`src/seq_consts.svh`:
```
/*
 * bus status codes, workspace register numbers and cycle counts
 * for the bus cycle sequencer.
 * assumes it is included by its bare name, ahead of the design file.
 */
`ifndef SEQ_CONSTS_SVH
`define SEQ_CONSTS_SVH

// ==========================================================
// bus status codes
`define BST_ALU 4'h9
`define BST_WS 4'h6
`define BST_FETCH 4'h3
`define BST_SRC 4'h1
`define BST_IMM 4'h2
`define BST_STOUT 4'hd
`define BST_WPOUT 4'hc

// ==========================================================
// workspace register numbers used by the return and by the shift count read
`define WR_PC 4'he
`define WR_STAT 4'hf
`define WR_WP 4'hd
`define WR_COUNT 4'h0

// ==========================================================
// fixed internal cycle run lengths
`define MPY_ALU_N 19
`define RET_ALU_N 2
`define MACRO_ALU_N 5
`define SHIFT_PRE_N 2

`endif

```
`src/seq_pkg.sv`:
```
/*
 * types for the bus cycle sequencer: instruction class and states.
 * assumes nothing beyond a SystemVerilog compiler.
 */
package seq_pkg;

   // ==========================================================
   // instruction classes handled here
   typedef enum logic [1:0] {
      op_signed_multiply,
      op_ret,
      op_ret_macro,
      op_shift
   } op_t;

   // ==========================================================
   // sequencer states, one bus cycle each unless counted
   typedef enum logic [5:0] {
      st_idle,
      st_m_src, st_m_int, st_m_dst, st_m_alu, st_m_wmsw, st_m_fetch,
      st_m_wlsw,
      st_r_int, st_r_pc, st_r_st, st_r_wp, st_r_alu, st_r_stout,
      st_r_fetch, st_r_wpout,
      st_x_alu, st_x_fetch, st_x_end,
      st_s_iop, st_s_int, st_s_msw, st_s_alua, st_s_lsw, st_s_alub,
      st_s_shift, st_s_wlsw, st_s_fetch, st_s_wmsw,
      st_l_int, st_l_wr0, st_l_alu, st_l_lsw, st_l_pre, st_l_post
   } state_t;

endpackage

```
`src/instr_bus_cycle_sequencer.sv`:
```
/*
 * bus cycle sequencer for signed multiply, return with workspace
 * (main memory and macrostore forms) and multi-word arithmetic shifts.
 * assumes one bus cycle per clock and that external logic decodes the
 * 4-bit status, read and write outputs; the count read from workspace
 * register 0 arrives on count_reg_in during that read cycle.
 */
`timescale 1ns/1ps
`default_nettype none
`include "seq_consts.svh"

// Operation
// - multiply: source, internal, destination workspace read
// - multiply runs nineteen internal cycles
// - write upper word, fetch, write lower word
// - return: internal, read registers 14, 15, 13
// - two internal, status out, fetch, pointer out
// - macrostore return: five internal, fetch, internal
// - shift: immediate fetch, internal, upper source read
// - nonzero count: two internal, lower read, two internal, shifts
// - immediate path writes lower, fetches, writes upper
// - zero count: internal, read count register 0
// - register path: two internal, lower read, internal
// - register count: internal, then shifts if nonzero
// - register path ends lower write, fetch, upper write
// - workspace operand uses workspace status code
// - shift cycles equal effective count
module instr_bus_cycle_sequencer #(
   parameter int CNT_W = 4
) (
   // clock and reset
   input wire logic clk_in,
   input wire logic rst_in,
   // instruction request
   input wire logic start_in,
   input wire seq_pkg::op_t op_in,
   input wire logic [CNT_W-1:0] count_in,
   input wire logic [3:0] dst_reg_in,
   input wire logic [3:0] src_reg_in,
   input wire logic src_in_ws_in,
   // count read back from workspace register 0
   input wire logic [CNT_W-1:0] count_reg_in,
   // bus cycle outputs
   output logic [3:0] status_out,
   output logic read_out,
   output logic write_out,
   output logic [3:0] reg_index_out,
   output logic busy_out,
   output logic done_out
);

   localparam int REP_W = (CNT_W > 5) ? CNT_W : 5;

   // ==========================================================
   // parameter check
   if (CNT_W < 1 || CNT_W > 16) begin : g_bad_cnt
      $error("CNT_W must lie between 1 and 16");
   end

   seq_pkg::state_t state_q, state_d;
   logic [REP_W-1:0] rep_q, rep_d;
   logic [CNT_W-1:0] cnt_q, cnt_d;
   logic [3:0] dst_q, dst_d, src_q, src_d;
   logic ws_q, ws_d, last;
   logic [3:0] status_d, idx_d;
   logic rd_d, wr_d, done_d, busy_d;

   // ==========================================================
   // next state and run counter
   always_comb begin
      state_d = state_q;
      rep_d = rep_q;
      cnt_d = cnt_q;
      dst_d = dst_q;
      src_d = src_q;
      ws_d = ws_q;
      done_d = 1'b0;
      last = (rep_q <= REP_W'(1));
      case (state_q)
         seq_pkg::st_idle: begin
            if (start_in) begin
               dst_d = dst_reg_in;
               src_d = src_reg_in;
               ws_d = src_in_ws_in;
               cnt_d = count_in;
               case (op_in)
                  seq_pkg::op_signed_multiply: state_d = seq_pkg::st_m_src;
                  seq_pkg::op_ret: state_d = seq_pkg::st_r_int;
                  seq_pkg::op_ret_macro: begin
                     state_d = seq_pkg::st_x_alu;
                     rep_d = REP_W'(`MACRO_ALU_N);
                  end
                  default: state_d = seq_pkg::st_s_iop;
               endcase
            end
         end
         // signed multiply
         seq_pkg::st_m_src: state_d = seq_pkg::st_m_int;
         seq_pkg::st_m_int: state_d = seq_pkg::st_m_dst;
         seq_pkg::st_m_dst: begin
            state_d = seq_pkg::st_m_alu;
            rep_d = REP_W'(`MPY_ALU_N);
         end
         seq_pkg::st_m_alu: begin
            if (last) state_d = seq_pkg::st_m_wmsw;
            else rep_d = rep_q - REP_W'(1);
         end
         seq_pkg::st_m_wmsw: state_d = seq_pkg::st_m_fetch;
         seq_pkg::st_m_fetch: state_d = seq_pkg::st_m_wlsw;
         // return from main memory
         seq_pkg::st_r_int: state_d = seq_pkg::st_r_pc;
         seq_pkg::st_r_pc: state_d = seq_pkg::st_r_st;
         seq_pkg::st_r_st: state_d = seq_pkg::st_r_wp;
         seq_pkg::st_r_wp: begin
            state_d = seq_pkg::st_r_alu;
            rep_d = REP_W'(`RET_ALU_N);
         end
         seq_pkg::st_r_alu: begin
            if (last) state_d = seq_pkg::st_r_stout;
            else rep_d = rep_q - REP_W'(1);
         end
         seq_pkg::st_r_stout: state_d = seq_pkg::st_r_fetch;
         seq_pkg::st_r_fetch: state_d = seq_pkg::st_r_wpout;
         // return from macrostore
         seq_pkg::st_x_alu: begin
            if (last) state_d = seq_pkg::st_x_fetch;
            else rep_d = rep_q - REP_W'(1);
         end
         seq_pkg::st_x_fetch: state_d = seq_pkg::st_x_end;
         // multi-word shift, immediate count
         seq_pkg::st_s_iop: state_d = seq_pkg::st_s_int;
         seq_pkg::st_s_int: state_d = seq_pkg::st_s_msw;
         seq_pkg::st_s_msw: begin
            if (cnt_q != '0) begin
               state_d = seq_pkg::st_s_alua;
               rep_d = REP_W'(`SHIFT_PRE_N);
            end else begin
               state_d = seq_pkg::st_l_int;
            end
         end
         seq_pkg::st_s_alua: begin
            if (last) state_d = seq_pkg::st_s_lsw;
            else rep_d = rep_q - REP_W'(1);
         end
         seq_pkg::st_s_lsw: begin
            state_d = seq_pkg::st_s_alub;
            rep_d = REP_W'(`SHIFT_PRE_N);
         end
         seq_pkg::st_s_alub: begin
            if (last) begin
               state_d = seq_pkg::st_s_shift;
               rep_d = REP_W'(cnt_q);
            end else begin
               rep_d = rep_q - REP_W'(1);
            end
         end
         seq_pkg::st_s_shift: begin
            if (last) state_d = seq_pkg::st_s_wlsw;
            else rep_d = rep_q - REP_W'(1);
         end
         seq_pkg::st_s_wlsw: state_d = seq_pkg::st_s_fetch;
         seq_pkg::st_s_fetch: state_d = seq_pkg::st_s_wmsw;
         // multi-word shift, count from register 0
         seq_pkg::st_l_int: state_d = seq_pkg::st_l_wr0;
         seq_pkg::st_l_wr0: begin
            cnt_d = count_reg_in;
            state_d = seq_pkg::st_l_alu;
            rep_d = REP_W'(`SHIFT_PRE_N);
         end
         seq_pkg::st_l_alu: begin
            if (last) state_d = seq_pkg::st_l_lsw;
            else rep_d = rep_q - REP_W'(1);
         end
         seq_pkg::st_l_lsw: state_d = seq_pkg::st_l_pre;
         seq_pkg::st_l_pre: state_d = seq_pkg::st_l_post;
         seq_pkg::st_l_post: begin
            if (cnt_q != '0) begin
               state_d = seq_pkg::st_s_shift;
               rep_d = REP_W'(cnt_q);
            end else begin
               state_d = seq_pkg::st_s_wlsw;
            end
         end
         default: begin
            state_d = seq_pkg::st_idle;
            done_d = 1'b1;
         end
      endcase
   end

   // ==========================================================
   // bus cycle outputs decoded from the coming state
   always_comb begin
      status_d = `BST_ALU;
      rd_d = 1'b0;
      wr_d = 1'b0;
      idx_d = 4'h0;
      busy_d = (state_d != seq_pkg::st_idle);
      case (state_d)
         seq_pkg::st_m_src, seq_pkg::st_s_msw, seq_pkg::st_s_lsw,
         seq_pkg::st_l_lsw: begin
            status_d = ws_d ? `BST_WS : `BST_SRC;
            rd_d = 1'b1;
            idx_d = src_d;
         end
         seq_pkg::st_s_wlsw, seq_pkg::st_s_wmsw: begin
            status_d = ws_d ? `BST_WS : `BST_SRC;
            wr_d = 1'b1;
            idx_d = src_d;
         end
         seq_pkg::st_m_dst: begin
            status_d = `BST_WS;
            rd_d = 1'b1;
            idx_d = dst_d;
         end
         seq_pkg::st_m_wmsw: begin
            status_d = `BST_WS;
            wr_d = 1'b1;
            idx_d = dst_d;
         end
         seq_pkg::st_m_wlsw: begin
            status_d = `BST_WS;
            wr_d = 1'b1;
            idx_d = dst_d + 4'h1;
         end
         seq_pkg::st_r_pc, seq_pkg::st_r_st, seq_pkg::st_r_wp,
         seq_pkg::st_l_wr0: begin
            status_d = `BST_WS;
            rd_d = 1'b1;
            idx_d = (state_d == seq_pkg::st_r_pc) ? `WR_PC :
                    (state_d == seq_pkg::st_r_st) ? `WR_STAT :
                    (state_d == seq_pkg::st_r_wp) ? `WR_WP : `WR_COUNT;
         end
         seq_pkg::st_m_fetch, seq_pkg::st_r_fetch, seq_pkg::st_x_fetch,
         seq_pkg::st_s_fetch: begin
            status_d = `BST_FETCH;
            rd_d = 1'b1;
         end
         seq_pkg::st_s_iop: begin
            status_d = `BST_IMM;
            rd_d = 1'b1;
         end
         seq_pkg::st_r_stout: status_d = `BST_STOUT;
         seq_pkg::st_r_wpout: status_d = `BST_WPOUT;
         default: status_d = `BST_ALU;
      endcase
   end

   // ==========================================================
   // state and output registers, one bus cycle per clock
   always_ff @(posedge clk_in or posedge rst_in) begin
      if (rst_in) begin
         state_q <= seq_pkg::st_idle;
         rep_q <= '0;
         cnt_q <= '0;
         dst_q <= 4'h0;
         src_q <= 4'h0;
         ws_q <= 1'b0;
         status_out <= `BST_ALU;
         read_out <= 1'b0;
         write_out <= 1'b0;
         reg_index_out <= 4'h0;
         busy_out <= 1'b0;
         done_out <= 1'b0;
      end else begin
         state_q <= state_d;
         rep_q <= rep_d;
         cnt_q <= cnt_d;
         dst_q <= dst_d;
         src_q <= src_d;
         ws_q <= ws_d;
         status_out <= status_d;
         read_out <= rd_d;
         write_out <= wr_d;
         reg_index_out <= idx_d;
         busy_out <= busy_d;
         done_out <= done_d;
      end
   end

   // ==========================================================
   // checks: helper counters
   logic [4:0] mpy_n_q;
   logic [REP_W-1:0] shift_n_q;
   always_ff @(posedge clk_in or posedge rst_in) begin
      if (rst_in) begin
         mpy_n_q <= 5'h00;
         shift_n_q <= '0;
      end else begin
         mpy_n_q <= (state_q == seq_pkg::st_m_alu) ? mpy_n_q + 5'h01 :
                    (state_q == seq_pkg::st_idle) ? 5'h00 : mpy_n_q;
         shift_n_q <= (state_q == seq_pkg::st_s_shift) ?
                      shift_n_q + REP_W'(1) :
                      (state_q == seq_pkg::st_idle) ? '0 : shift_n_q;
      end
   end
endmodule
`default_nettype wire

```
`config.mk`:
```
export PLATFORM = sky130hd
export DESIGN_NAME = instr_bus_cycle_sequencer
export DESIGN_NICKNAME = d
export VERILOG_FILES = /design/src/seq_pkg.sv /design/src/instr_bus_cycle_sequencer.sv
export VERILOG_INCLUDE_DIRS = /design/src
export SDC_FILE = /design/constraint.sdc
export NUM_CORES = 1
export LEC_CHECK = 0
export BUFFER_PORTS_ARGS = -buffer_cell sky130_fd_sc_hd__buf_4
export CAP_MARGIN = 30
export CORE_MARGIN = 2
export CORE_UTILIZATION = 58
export CTS_CLUSTER_SIZE = 16
export DETAILED_ROUTE_END_ITERATION = 16
export PLACE_DENSITY_LB_ADDON = 0.25
export SYNTH_ARGS = -nofsm -noshare
export SYNTH_HDL_FRONTEND = slang
export SYNTH_SLANG_ARGS = --single-unit
```
`constraint.sdc`:
```
create_clock -name clk_in -period 3.75 [get_ports clk_in]
set_input_delay 0.5625 -clock clk_in [delete_from_list [all_inputs] [get_ports clk_in]]
set_output_delay 0.5625 -clock clk_in [all_outputs]
set_load 0.005 [all_outputs]
```
==> metrics.cfg <==
[outcome]
status = finished, final reports clean

[job]
maxCapViolCount = 0

[placed_design]
place_hpwl_microns = 4730
gp_congestion = 0.969
post_dp_cell_area_sq_um = 2850
io_buffers = 33

[sta]
relSlewSlack_pct = 55.3
fmax_mhz = 311
period_needed_ps = 3220
finalHoldViolCount = 0
fin_crit_sh_pct = 85.8
rsz0062_at_grt = no
fin_tns_setup_ps = 0
fin_skew_ps = 4.65
setup-violations-final = 0
maxSlewViolCount = 0
tightest_slew_ps = 669

[floorplanning]
die_w_microns = 70.9
rows = 24
initial_core_util_pct = 60.0
ioPinCount = 34
dieArea_sq_um = 5030
dieHeight_microns = 70.9
core-area_sq_um = 4320

[route]
dr.pass1.iters = 5
drc = 0
wirelength_microns = 6470
wl_per_cell_microns = 17.1
drtIter0Drc = 285
drt.antenna.violating_nets = 0
vias = 2417
vias_per_cell = 6.38

[setup_path]
worstSetupStartpointType = flip-flop
worst_setup_path_end_kind = flip-flop
critPathRequiredTime_ps = 3970
crit_arrival_ps = 3440
crit_type = flip-flop to flip-flop
crit_path_max_fanout = 16

[clocking]
cts.htree.levels = 2
clockBufferDepth = 2
cts_hold_buffers = 0
path_clk_slew_ps = 80
cts_resized = 0
insertion_delay_ps = 290
cts_setup_buffers = 0
cts_num_sinks = 36
cts_tree = done
cts_made_buffers = 5
root_buffer = clkbuf_8

[global_routing]
grt-ovfl-total = 0
grt_pass1_wl_microns = 10700
grt_pass1_vias = 2244
gr-usage-all-layers_pct = 26.8
grt_antenna_before_repair = 0
grt_max_degree = 37

[synthesis]
synth_top_area_share_pct = 32.8
syn_area_sq_um = 2590
synth_top_cells_by_area = dfrtp_1 33%, nor2_1 4.1%, a21oi_1 3.9%, mux2i_1 3.9%, nand2_1 3.2%
async_flop_share_pct = 100
ys_seq_area_share_pct = 34.8
ys_top_cells_by_count = 34 x dfrtp_1, 28 x nor2_1, 22 x nand2_1, 20 x a21oi_1, 16 x o21ai_0
netlist_instances = 295
synth.avg_cell_area_sq_um = 8.80
ys_seq_elements = 36
synth.yosys.warnings = 0
yosysMostFrequentCell = dfrtp_1
synth_edf_count = 0
synth-main-ff-cell = dfrtp_1
synth_cell_types = 65
synth_nets = 323
yosysTopAreaCell = dfrtp_1

[power_and_ir_drop]
p_clk_share_pct = 10.8
p_total_mw = 2.62
pwr-share-comb_pct = 60.1
switching_share_pct = 46.9
pwr-share-seq_pct = 29.1
ir_drop_mv = 0.645
p_sw_mw = 1.23
intPower_mw = 1.39
p_per_area_nw_per_um2 = 892
leakagePower_nw = 1.28

[final_layout]
stdcell_area_sq_um = 2940
syn2layout_area_growth_pct = 13.3
post-route-util_pct = 68.0
nets = 354
diodes = 0
drive_gt1_share_pct = 20.8

[min_path]
hold_path_class = input port to async pin

[critical path, cell delays in order (launching register included)]
cell	delay, ps
dfrtp_1	660
buf_4	280
or4bb_1	180
o221ai_1	120
a21oi_1	230
nand4b_2	270
or4_1	590
a221o_1	360
and2_4	190
a311o_1	250
[flip-flops by register name (all words and copies together), names as in the netlist]
register / cells
done_out: 1
ws_q: 1
rep_q: 5
cnt_q: 4
reg_index_out: 4
read_out: 1
src_q: 4
dst_q: 4
write_out: 1
status_out: 4
state_q: 6
busy_out: 1
[placed cells by master, fill, tap and decap left out, types with 3 or more instances in the layout]
| master | instances |
|---|---|
| a21oi_1 | 20 |
| a221o_1 | 4 |
| a31oi_1 | 3 |
| a32o_1 | 3 |
| a32oi_1 | 4 |
| and2_1 | 5 |
| and3_1 | 4 |
| buf_4 | 40 |
| clkbuf_8 | 5 |
| dfrtp_1 | 34 |
| ha_1 | 6 |
| inv_1 | 13 |
| inv_2 | 3 |
| mux2_2 | 4 |
| mux2i_1 | 10 |
| nand2_1 | 22 |
| nand2b_1 | 11 |
| nand3_1 | 7 |
| nand4_1 | 3 |
| nor2_1 | 28 |
| nor2b_1 | 7 |
| nor3_1 | 6 |
| nor3b_1 | 3 |
| nor4_1 | 5 |
| o211ai_1 | 6 |
| o21ai_0 | 16 |
| xnor2_1 | 6 |
[power groups by stage]
stage	sequential [mW]	combinational, mW	clock, mW
after floorplan	0.675	1.26	0
after global routing	0.780	1.75	0.310
after detailed placement	0.759	1.55	0
after CTS	0.755	1.56	0.290
final	0.762	1.58	0.284
after global placement	0.756	1.53	0
[path summary, 6_finish.rpt]
path | from | slack, ps | cells after the start | endpoint
worst max-delay path | state_q[2]$_DFF_PP0_ | 530 | 9 | status_out[0]$_DFF_PP1_
worst min-delay path | rst_in | 370 | 3 | src_q[2]$_DFF_PP0_
worst max register to register | state_q[2]$_DFF_PP0_ | 530 | 9 | status_out[0]$_DFF_PP1_
worst min register to register | src_q[3]$_DFF_PP0_ | 500 | 1 | src_q[3]$_DFF_PP0_
max in group asynchronous | rst_in | 3040 | 3 | status_out[3]$_DFF_PP1_
min in group clk_in | src_q[3]$_DFF_PP0_ | 500 | 1 | src_q[3]$_DFF_PP0_
[layout make-up]
| class | instances | area [sq um] |
|---|---|---|
| timing repair buffer | 40 | 300 |
| clock buffer | 5 | 68.8 |
| sequential | 36 | 903 |
| multi-input combinational | 227 | 1520 |
| tap | 52 | 65.1 |
| fill | 374 | 1390 |
| clock inverter | 3 | 21.3 |
| inverter | 16 | 60.1 |
[stage by stage]
step | setup WS [ps] | instances | hold WS, ps
6_report | 531 | 379 | 369
5_1_grt | 342 | 379 | 426
4_1_cts | 590 | 379 | 385
3_5_place_dp | 607 | 371 | 490
3_3_place_gp | 684 | 371 | 485
2_1_floorplan | 960 | 295 | 472
[cell families after synthesis]
group           Yosys count  share of synthesized area (%)
buf+inv                  32                           6.61
xor+xnor                  6                           2.03
compound gates           86                           23.9
mux                      14                           5.59
fa+ha+maj                 6                           2.89
flops                    36                           34.8
simple gates            115                           24.2
[routing by layer]
| metal | global-route usage [%] | share of wire, % | vias to the layer above |
|---|---|---|---|
| met5 | 0 | 0 | - |
| met4 | 7.55 | 1.7 | 0 |
| met3 | 4.42 | 5.8 | 19 |
| met2 | 42.7 | 48 | 103 |
| met1 | 38.2 | 45 | 1143 |
| li1 | - | - | 1152 |
Power figures use the tool's default switching activity.
